$ cat config.mk
export PLATFORM = sky130hd
export DESIGN_NAME = smhp_core
export DESIGN_NICKNAME = d
export VERILOG_FILES = /design/src/shared/smhp_pkg.sv /design/src/core/smhp_core.sv /design/src/core/smhp_irq_gen.sv
export SDC_FILE = /design/constraint.sdc
export NUM_CORES = 1
export LEC_CHECK = 0
export BUFFER_PORTS_ARGS = -buffer_cell sky130_fd_sc_hd__buf_4
export CORE_UTILIZATION = 43
export CTS_CLUSTER_DIAMETER = 100
export CTS_CLUSTER_SIZE = 16
export DETAILED_ROUTE_END_ITERATION = 8
export PLACE_DENSITY = 0.62
export SETUP_SLACK_MARGIN = 0.15
export SLEW_MARGIN = 20
export SYNTH_ARGS = -nofsm -noshare
export SYNTH_HDL_FRONTEND = slang
export SYNTH_HIERARCHICAL = 1
export SYNTH_SLANG_ARGS = --single-unit
$ cat constraint.sdc
create_clock -name clk_sys -period 1.95 [get_ports clk_sys]
set_clock_uncertainty 0.2 [all_clocks]
set_input_delay 0.39 -clock clk_sys [delete_from_list [all_inputs] [get_ports clk_sys]]
set_output_delay 0.39 -clock clk_sys [all_outputs]
set_load 0.02 [all_outputs]
$ cat src/shared/smhp_pkg.sv
// smhp_pkg: constants, encodings and timing of the spi modem host port
// assumes a single 100 MHz system clock; every serial and strap pin is asynchronous
`default_nettype none

package smhp_pkg;
	// ------------------------------------------------------------
	// clock rates
	// ------------------------------------------------------------
	localparam int SYS_CLK_HZ = 100_000_000;
	localparam int SCLK_MAX_HZ = 12_500_000;
	localparam int SCLK_MIN_CYC = SYS_CLK_HZ / SCLK_MAX_HZ;

	// ------------------------------------------------------------
	// command word layout
	// ------------------------------------------------------------
	localparam int CMD_W = 24;
	localparam int CNT_W = 5;
	localparam logic [CNT_W-1:0] CMD_BITS = 5'h18;
	localparam logic [CNT_W-1:0] CNT_MAX = 5'h1F;
	localparam int ADDR_HI = 23;
	localparam int ADDR_LO = 16;
	localparam logic [7:0] ADDR_CTRL = 8'h01;
	localparam logic [7:0] ADDR_MASK = 8'h02;
	localparam logic [7:0] ADDR_IRQ_CLR = 8'h03;

	// ------------------------------------------------------------
	// control fields, event mask, strap pin positions
	// ------------------------------------------------------------
	localparam int CTRL_W = 3;
	localparam int CTRL_IRQ_LEVEL = 0;
	localparam int CTRL_IRQ_POS = 1;
	localparam int CTRL_CLKOUT = 2;
	localparam logic [CTRL_W-1:0] CTRL_RST = 3'h0;
	localparam int EVT_W = 8;
	localparam logic [EVT_W-1:0] MASK_RST = 8'h00;
	localparam int P_XTAL_N = 0;
	localparam int P_SEL0 = 1;
	localparam int P_SEL1 = 2;
	localparam int P_REF = 3;
	localparam int P_BPF = 4;
	localparam int PIN_W = 5;

	// ------------------------------------------------------------
	// timing
	// ------------------------------------------------------------
	localparam int IRQ_PULSE_NS = 1000;
	localparam int IRQ_PULSE_CYC = (IRQ_PULSE_NS * (SYS_CLK_HZ / 1_000_000) + 999) / 1000;
	localparam int CLKOUT_HALF = 4;

	typedef enum logic [2:0] {SMHP_SRC_INT = 3'h1, SMHP_SRC_XTAL = 3'h2, SMHP_SRC_CMOS = 3'h4} smhp_clk_src_t;
	typedef enum logic [1:0] {SMHP_ST_IDLE = 2'h1, SMHP_ST_XFER = 2'h2} smhp_spi_st_t;

	// address field of a command word
	function automatic logic [7:0] cmd_addr(input logic [CMD_W-1:0] w);
		return w[ADDR_HI:ADDR_LO];
	endfunction
endpackage

`default_nettype wire

$ cat src/core/smhp_core.sv
// smhp_core: spi command port, strap pins, clock output and interrupt of the modem
// assumes the serial, reset and strap pins are asynchronous to clk_sys and sclk stays well below clk_sys/4
`default_nettype none

module smhp_core #(
	parameter int EVT_W = smhp_pkg::EVT_W,
	parameter int CLKOUT_HALF = smhp_pkg::CLKOUT_HALF
) (
	input wire logic clk_sys,
	input wire logic sys_rst,
	input wire logic device_reset_n,
	input wire logic spi_cs_n,
	input wire logic spi_sclk,
	input wire logic spi_sdi,
	output logic spi_sdo_o,
	output logic spi_sdo_oe,
	input wire logic [smhp_pkg::CMD_W-1:0] tx_word,
	output logic [smhp_pkg::CMD_W-1:0] cmd_word,
	output logic cmd_valid,
	input wire logic crystal_osc_enable_n,
	input wire logic clock_scheme_sel0,
	input wire logic clock_scheme_sel1,
	input wire logic reference_enable,
	input wire logic bandpass_filter_enable,
	output smhp_pkg::smhp_clk_src_t clock_src,
	output logic crystal_osc_on,
	output logic reference_on,
	output logic filter_on,
	output logic clock_out_pin,
	output logic power_down,
	input wire logic [EVT_W-1:0] event_in,
	output logic [EVT_W-1:0] irq_pending,
	output logic irq_pin
);
	localparam int DIV_W = $clog2(CLKOUT_HALF + 1);
	localparam int CW = smhp_pkg::CMD_W;

	typedef struct packed {
		logic cs_m;
		logic cs_s;
		logic sck_m;
		logic sck_s;
		logic sck_d;
		logic sdi_m;
		logic sdi_s;
		logic rst_m;
		logic rst_s;
		logic [smhp_pkg::PIN_W-1:0] pin_m;
		logic [smhp_pkg::PIN_W-1:0] pin_s;
		smhp_pkg::smhp_spi_st_t st;
		logic [CW-1:0] sh_in;
		logic [CW-1:0] sh_out;
		logic [smhp_pkg::CNT_W-1:0] cnt;
		logic sdo;
		logic sdo_oe;
		logic [CW-1:0] cmd;
		logic cmd_valid;
		logic [smhp_pkg::CTRL_W-1:0] ctrl;
		logic [EVT_W-1:0] mask;
		logic irq_clr;
		logic [EVT_W-1:0] clr_bits;
		logic [DIV_W-1:0] div;
		logic clk_out;
		smhp_pkg::smhp_clk_src_t src;
		logic xtal_on;
		logic ref_on;
		logic bpf_on;
		logic pd;
	} smhp_core_state_t;

	smhp_core_state_t r_reg, r_next;
	logic fall;
	logic clkout_en;
	logic irq_rst;

	// ------------------------------------------------------------
	// reset of everything except the synchronisers and the clock source
	// ------------------------------------------------------------
	// synchronisers keep running in power-down so the pin release is seen
	function automatic smhp_core_state_t clear_func(input smhp_core_state_t s);
		smhp_core_state_t t;
		t = s;
		t.st = smhp_pkg::SMHP_ST_IDLE;
		t.sh_in = '0;
		t.sh_out = '0;
		t.cnt = '0;
		t.sdo = 1'b0;
		t.sdo_oe = 1'b0;
		t.cmd = '0;
		t.cmd_valid = 1'b0;
		t.ctrl = smhp_pkg::CTRL_RST;
		t.mask = smhp_pkg::MASK_RST;
		t.irq_clr = 1'b0;
		t.clr_bits = '0;
		t.div = '0;
		t.clk_out = 1'b0;
		t.xtal_on = 1'b0;
		t.ref_on = 1'b0;
		t.bpf_on = 1'b0;
		t.pd = 1'b1;
		return t;
	endfunction

	// ------------------------------------------------------------
	// next state
	// ------------------------------------------------------------
	// two stages on every pin; sck_d is a third stage for edge finding
	always_comb begin
		r_next = r_reg;
		r_next.cs_m = spi_cs_n;
		r_next.cs_s = r_reg.cs_m;
		r_next.sck_m = spi_sclk;
		r_next.sck_s = r_reg.sck_m;
		r_next.sck_d = r_reg.sck_s;
		r_next.sdi_m = spi_sdi;
		r_next.sdi_s = r_reg.sdi_m;
		r_next.rst_m = device_reset_n;
		r_next.rst_s = r_reg.rst_m;
		r_next.pin_m = {bandpass_filter_enable, reference_enable, clock_scheme_sel1,
			clock_scheme_sel0, crystal_osc_enable_n};
		r_next.pin_s = r_reg.pin_m;
		r_next.cmd_valid = 1'b0;
		r_next.irq_clr = 1'b0;
		r_next.pd = 1'b0;
		fall = r_reg.sck_d & ~r_reg.sck_s;

		// serial transfer: first bit goes out at chip-select fall, later ones after each falling edge
		case (r_reg.st)
			smhp_pkg::SMHP_ST_IDLE: begin
				r_next.cnt = '0;
				if (!r_reg.cs_s) begin
					r_next.st = smhp_pkg::SMHP_ST_XFER;
					r_next.sh_out = tx_word;
					r_next.sdo = tx_word[CW-1];
					r_next.sdo_oe = 1'b1;
				end
			end
			smhp_pkg::SMHP_ST_XFER: begin
				if (r_reg.cs_s) begin
					r_next.st = smhp_pkg::SMHP_ST_IDLE;
					r_next.sdo_oe = 1'b0;
					r_next.cnt = '0;
					// a short or long frame is dropped rather than half applied
					if (r_reg.cnt == smhp_pkg::CMD_BITS) begin
						r_next.cmd = r_reg.sh_in;
						r_next.cmd_valid = 1'b1;
						case (smhp_pkg::cmd_addr(r_reg.sh_in))
							smhp_pkg::ADDR_CTRL: begin
								r_next.ctrl = r_reg.sh_in[smhp_pkg::CTRL_W-1:0];
							end
							smhp_pkg::ADDR_MASK: begin
								r_next.mask = r_reg.sh_in[EVT_W-1:0];
							end
							smhp_pkg::ADDR_IRQ_CLR: begin
								r_next.irq_clr = 1'b1;
								r_next.clr_bits = r_reg.sh_in[EVT_W-1:0];
							end
							default: begin
								r_next.irq_clr = 1'b0;
							end
						endcase
					end
				end else if (fall) begin
					r_next.sh_in = {r_reg.sh_in[CW-2:0], r_reg.sdi_s};
					if (r_reg.cnt != smhp_pkg::CNT_MAX) begin
						r_next.cnt = r_reg.cnt + 1'b1;
					end
					r_next.sh_out = {r_reg.sh_out[CW-2:0], 1'b0};
					r_next.sdo = r_reg.sh_out[CW-2];
				end
			end
			default: begin
				r_next.st = smhp_pkg::SMHP_ST_IDLE;
			end
		endcase

		// analog enables follow the straps; all of them drop in power-down
		r_next.xtal_on = ~r_reg.pin_s[smhp_pkg::P_XTAL_N];
		r_next.ref_on = r_reg.pin_s[smhp_pkg::P_REF];
		r_next.bpf_on = r_reg.pin_s[smhp_pkg::P_BPF];

		// sel1 picks the input side, sel0 lets the clock leave on the output pin
		if (!r_reg.pin_s[smhp_pkg::P_XTAL_N]) begin
			r_next.src = smhp_pkg::SMHP_SRC_XTAL;
		end else if (r_reg.pin_s[smhp_pkg::P_SEL1]) begin
			r_next.src = smhp_pkg::SMHP_SRC_CMOS;
		end else begin
			r_next.src = smhp_pkg::SMHP_SRC_INT;
		end
		clkout_en = r_reg.ctrl[smhp_pkg::CTRL_CLKOUT] & r_reg.pin_s[smhp_pkg::P_SEL0] &
			(r_reg.src != smhp_pkg::SMHP_SRC_CMOS);

		// divider enable pulse toggles the clock output; an external cmos clock is never echoed
		if (!clkout_en) begin
			r_next.div = '0;
			r_next.clk_out = 1'b0;
		end else if (r_reg.div == DIV_W'(CLKOUT_HALF - 1)) begin
			r_next.div = '0;
			r_next.clk_out = ~r_reg.clk_out;
		end else begin
			r_next.div = r_reg.div + 1'b1;
		end

		if (sys_rst) begin
			r_next = clear_func('0);
			r_next.cs_m = 1'b1;
			r_next.cs_s = 1'b1;
			r_next.src = smhp_pkg::SMHP_SRC_INT;
		end else if (!r_reg.rst_s) begin
			r_next = clear_func(r_next);
		end
	end

	// ------------------------------------------------------------
	// state register
	// ------------------------------------------------------------
	always_ff @(posedge clk_sys) begin
		r_reg <= r_next;
	end

	// ------------------------------------------------------------
	// interrupt shaping
	// ------------------------------------------------------------
	// the pin reset also clears pending events
	assign irq_rst = sys_rst | ~r_reg.rst_s;

	smhp_irq_gen #(
		.EVT_W(EVT_W),
		.PULSE_CYC(smhp_pkg::IRQ_PULSE_CYC)
	) u_irq (
		.clk_sys(clk_sys),
		.sys_rst(irq_rst),
		.event_in(event_in),
		.mask(r_reg.mask),
		.level_mode(r_reg.ctrl[smhp_pkg::CTRL_IRQ_LEVEL]),
		.active_high(r_reg.ctrl[smhp_pkg::CTRL_IRQ_POS]),
		.clear_pulse(r_reg.irq_clr),
		.clear_bits(r_reg.clr_bits),
		.irq_pin(irq_pin),
		.pending(irq_pending)
	);

	// ------------------------------------------------------------
	// outputs
	// ------------------------------------------------------------
	assign spi_sdo_o = r_reg.sdo;
	assign spi_sdo_oe = r_reg.sdo_oe;
	assign cmd_word = r_reg.cmd;
	assign cmd_valid = r_reg.cmd_valid;
	assign clock_src = r_reg.src;
	assign crystal_osc_on = r_reg.xtal_on;
	assign reference_on = r_reg.ref_on;
	assign filter_on = r_reg.bpf_on;
	assign clock_out_pin = r_reg.clk_out;
	assign power_down = r_reg.pd;
endmodule

`default_nettype wire

$ cat src/core/smhp_irq_gen.sv
// smhp_irq_gen: sticky masked event latch and interrupt pin shaping
// assumes events, mask and mode come from logic on clk_sys; reset is synchronous
`default_nettype none

module smhp_irq_gen #(
	parameter int EVT_W = smhp_pkg::EVT_W,
	parameter int PULSE_CYC = smhp_pkg::IRQ_PULSE_CYC
) (
	input wire logic clk_sys,
	input wire logic sys_rst,
	input wire logic [EVT_W-1:0] event_in,
	input wire logic [EVT_W-1:0] mask,
	input wire logic level_mode,
	input wire logic active_high,
	input wire logic clear_pulse,
	input wire logic [EVT_W-1:0] clear_bits,
	output logic irq_pin,
	output logic [EVT_W-1:0] pending
);
	localparam int PW = $clog2(PULSE_CYC + 1);

	typedef struct packed {
		logic [EVT_W-1:0] pend;
		logic [PW-1:0] cnt;
		logic irq;
	} smhp_irq_state_t;

	smhp_irq_state_t r_reg, r_next;
	logic [EVT_W-1:0] hit;
	logic asserted;

	// ------------------------------------------------------------
	// next state
	// ------------------------------------------------------------
	// set beats clear so an event landing on its own clear is kept
	always_comb begin
		r_next = r_reg;
		hit = event_in & mask;
		r_next.pend = (r_reg.pend & ~(clear_pulse ? clear_bits : '0)) | hit;
		if (|(hit & ~r_reg.pend)) begin
			r_next.cnt = PW'(PULSE_CYC);
		end else if (r_reg.cnt != '0) begin
			r_next.cnt = r_reg.cnt - 1'b1;
		end
		asserted = level_mode ? |r_next.pend : (r_next.cnt != '0);
		r_next.irq = active_high ? asserted : ~asserted;
		if (sys_rst) begin
			r_next = '0;
			r_next.irq = ~active_high;
		end
	end

	always_ff @(posedge clk_sys) begin
		r_reg <= r_next;
	end

	assign irq_pin = r_reg.irq;
	assign pending = r_reg.pend;
endmodule

`default_nettype wire

==> results.yml <==
detailed_routing:
  drt_iter0_markers: 372
  wl_per_cell_um: 16.5
  routed_wl_um: 16000
  antenna_left: 0
  vias: 5281
  route.detailed.drc: 0
  first_pass_iters: 5
  via_per_inst: 5.43
synthesis:
  synth_area_leaders: "dfxtp_1, mux2i_1, nand2_1"
  yosysTopAreaCell: "dfxtp_1"
  synthesis.nets: 733
  synth.ff_latch_count: 147
  syn_avg_cell_area_sq_um: 9.19
  ys.warnings.count: 6
  yosysSeqAreaShare_pct: 47.0
  synth_edf_count: 0
  synth_ff_type: "dfxtp_1"
  syn_area_sq_um: 6260
  synthCells: 681
  synth_cell_types: 56
  async_flop_share_pct: 0
  synth_top_area_share_pct: 47.0
place:
  post-place-ws_ns: -0.0519
  place.gp.congestion: 0.911
  dpl.hpwl_um: 9410
  io_buffers: 86
  place_inst: 910
finish:
  nets: 833
  diodes: 0
  layout_commonest_cell: "dfxtp_1"
  largest_reg_flops: 96
  final_cell_mix: "dfxtp_1, buf_4, nand2_1"
  drive_above_1_share_pct: 37.3
  instances_no_fill: 973
  syn_to_final_growth_pct: 41.7
  utilization_pct: 63.1
die:
  initial_core_util_pct: 44.6
  die_h_um: 123
  ios: 87
  std_cell_rows: 43
  core_sq_um: 14000
  die_area_sq_um: 15000
  fp.dieW_um: 123
flow_run:
  maxCapViolCount: 0
grt:
  grt_max_degree: 63
  grt_first_pass_wirelength_um: 23400
  antenna_found_initial: 0
  grt_pass1_vias: 5043
  grt_use_total_pct: 20.0
  grt_overflow: 0
timing:
  hold_violations: 0
  fmax_ghz: 0.503
  post-route-period-util_pct: 102
  worst_slew_pin_slew_ns: 0.645
  setup-violations-final: 13
  post-route-min-period_ns: 1.99
  slew_headroom_pct: 57.0
  finalWorstSetupSlack_ns: -0.0370
  grt_setup_unrepaired: "true"
  final_max_slew_viol_count: 0
outcome:
  status: "finished with violations"
  violations: "setup timing"
pwr:
  p_sw_share_pct: 21.6
  clock_power_share_pct: 50.1
  switching_power_mw: 1.44
  ir_drop_v: 0.000615
  p_comb_share_pct: 4.3
  leakagePower_nw: 3.15
  power.density_nw_per_um2: 750
  pwr-share-seq_pct: 45.7
  p_int_mw: 5.21
critical_path:
  critPathCaptureType: "register"
  crit_arrival_ns: 2.10
  critPathRequiredTime_ns: 2.06
  crit_fanout: 9
  setup.worst_path.start_class: "register"
  crit_type: "reg2reg"
clocking:
  cts-root-buf: "clkbuf_16"
  clock-sinks: 147
  clk_pin_slew_worst_paths_ns: 0.06
  clk_latency_ns: 0.43
  cts_tree: "yes"
  cts_buffer_depth: 2
  numCtsBuffers: 17
  htreeDepth: 4
worst_hold_path:
  hold_path_class: "in2reg"
-- area by class of cell --
type | count | area (sq um)
fill | 1095 | 5180
multi-input combinational | 436 | 3540
sequential | 147 | 2960
timing repair buffer | 166 | 1490
clock buffer | 19 | 443
tap | 180 | 225
clock inverter | 12 | 155
inverter | 13 | 52.6
-- worst paths after layout --
path              startpoint         end  slack (ns)  cells past startpoint
setup / recovery  r_reg[108]   r_reg[18]       -0.04                      3
hold / removal      spi_sclk  r_reg[129]        0.02                      2
hold reg to reg   r_reg[131]  r_reg[130]        0.22                      1
setup reg to reg  r_reg[108]   r_reg[18]       -0.04                      3
-- per-stage QoR --
step	TNS (ns)	hold WS (ns)	instance area, sq um	total power [mW]
after floorplan	0	0.189	6310	3.18
after global placement	0	0.208	7130	3.29
after detailed placement	-0.241	0.204	7130	3.29
after CTS	-0.0356	0.00271	8080	6.64
after global routing	-1.65	0.0147	8860	6.85
final	-0.288	0.0154	8860	6.65
-- cells in the mapped netlist, types with 6 or more instances --
master     instances
clkbuf_1          40
nand3_1           26
inv_1             12
nor2b_1           21
nand4_1            6
dfxtp_1          147
nand2_1          100
a31o_2            23
a21bo_2            6
nor2_1            16
ha_1               9
a21oi_1           64
o22ai_1            6
o21ai_0           28
buf_4             36
a2111oi_0         24
mux2i_1           44
-- cells by family (layout without fill, tap and decap cells) --
| group | Yosys count | after routing | synth area share, % |
|---|---|---|---|
| compound gates | 166 | 166 | 17.3 |
| fa+ha+maj | 9 | 9 | 1.80 |
| simple gates | 212 | 212 | 17.9 |
| buf+inv | 98 | 210 | 8.24 |
| xor+xnor | 5 | 5 | 0.700 |
| mux | 44 | 44 | 7.04 |
| flops | 147 | 147 | 47.0 |
-- power by group through the flow --
stage / Combinational, mW / Clock (mW) / Sequential (mW)
after global placement: 0.185 / 0 / 3.10
after CTS: 0.218 / 3.39 / 3.04
after floorplan: 0.0825 / 0 / 3.10
after global routing: 0.301 / 3.51 / 3.04
final: 0.285 / 3.33 / 3.04
after detailed placement: 0.187 / 0 / 3.10
-- metal layers --
| metal | GRT usage, % | share of wire [%] |
|---|---|---|
| met5 | 0 | 0 |
| met4 | 9.45 | 2.1 |
| met3 | 4.04 | 3.8 |
| met2 | 33.8 | 52 |
| met1 | 24.1 | 42 |
-- worst max-delay path, stage by stage, from the launching register on --
cell and delay, ns:
dfxtp_2 0.32, or4_4 0.55, or4_4 0.64, mux2i_1 0.16
-- timing repair --
action | 4_1_cts | 5_1_grt
hold buffers | 9 | 0
setup endpoints to repair | 50 | 76
endpoints found under the hold margin | 9 | 0
cloned | 0 | 4
pin swaps | 9 | 24
setup buffers | 5 | 14
resized for setup | 60 | 110
Note: power is estimated with default switching activity, not from simulation.
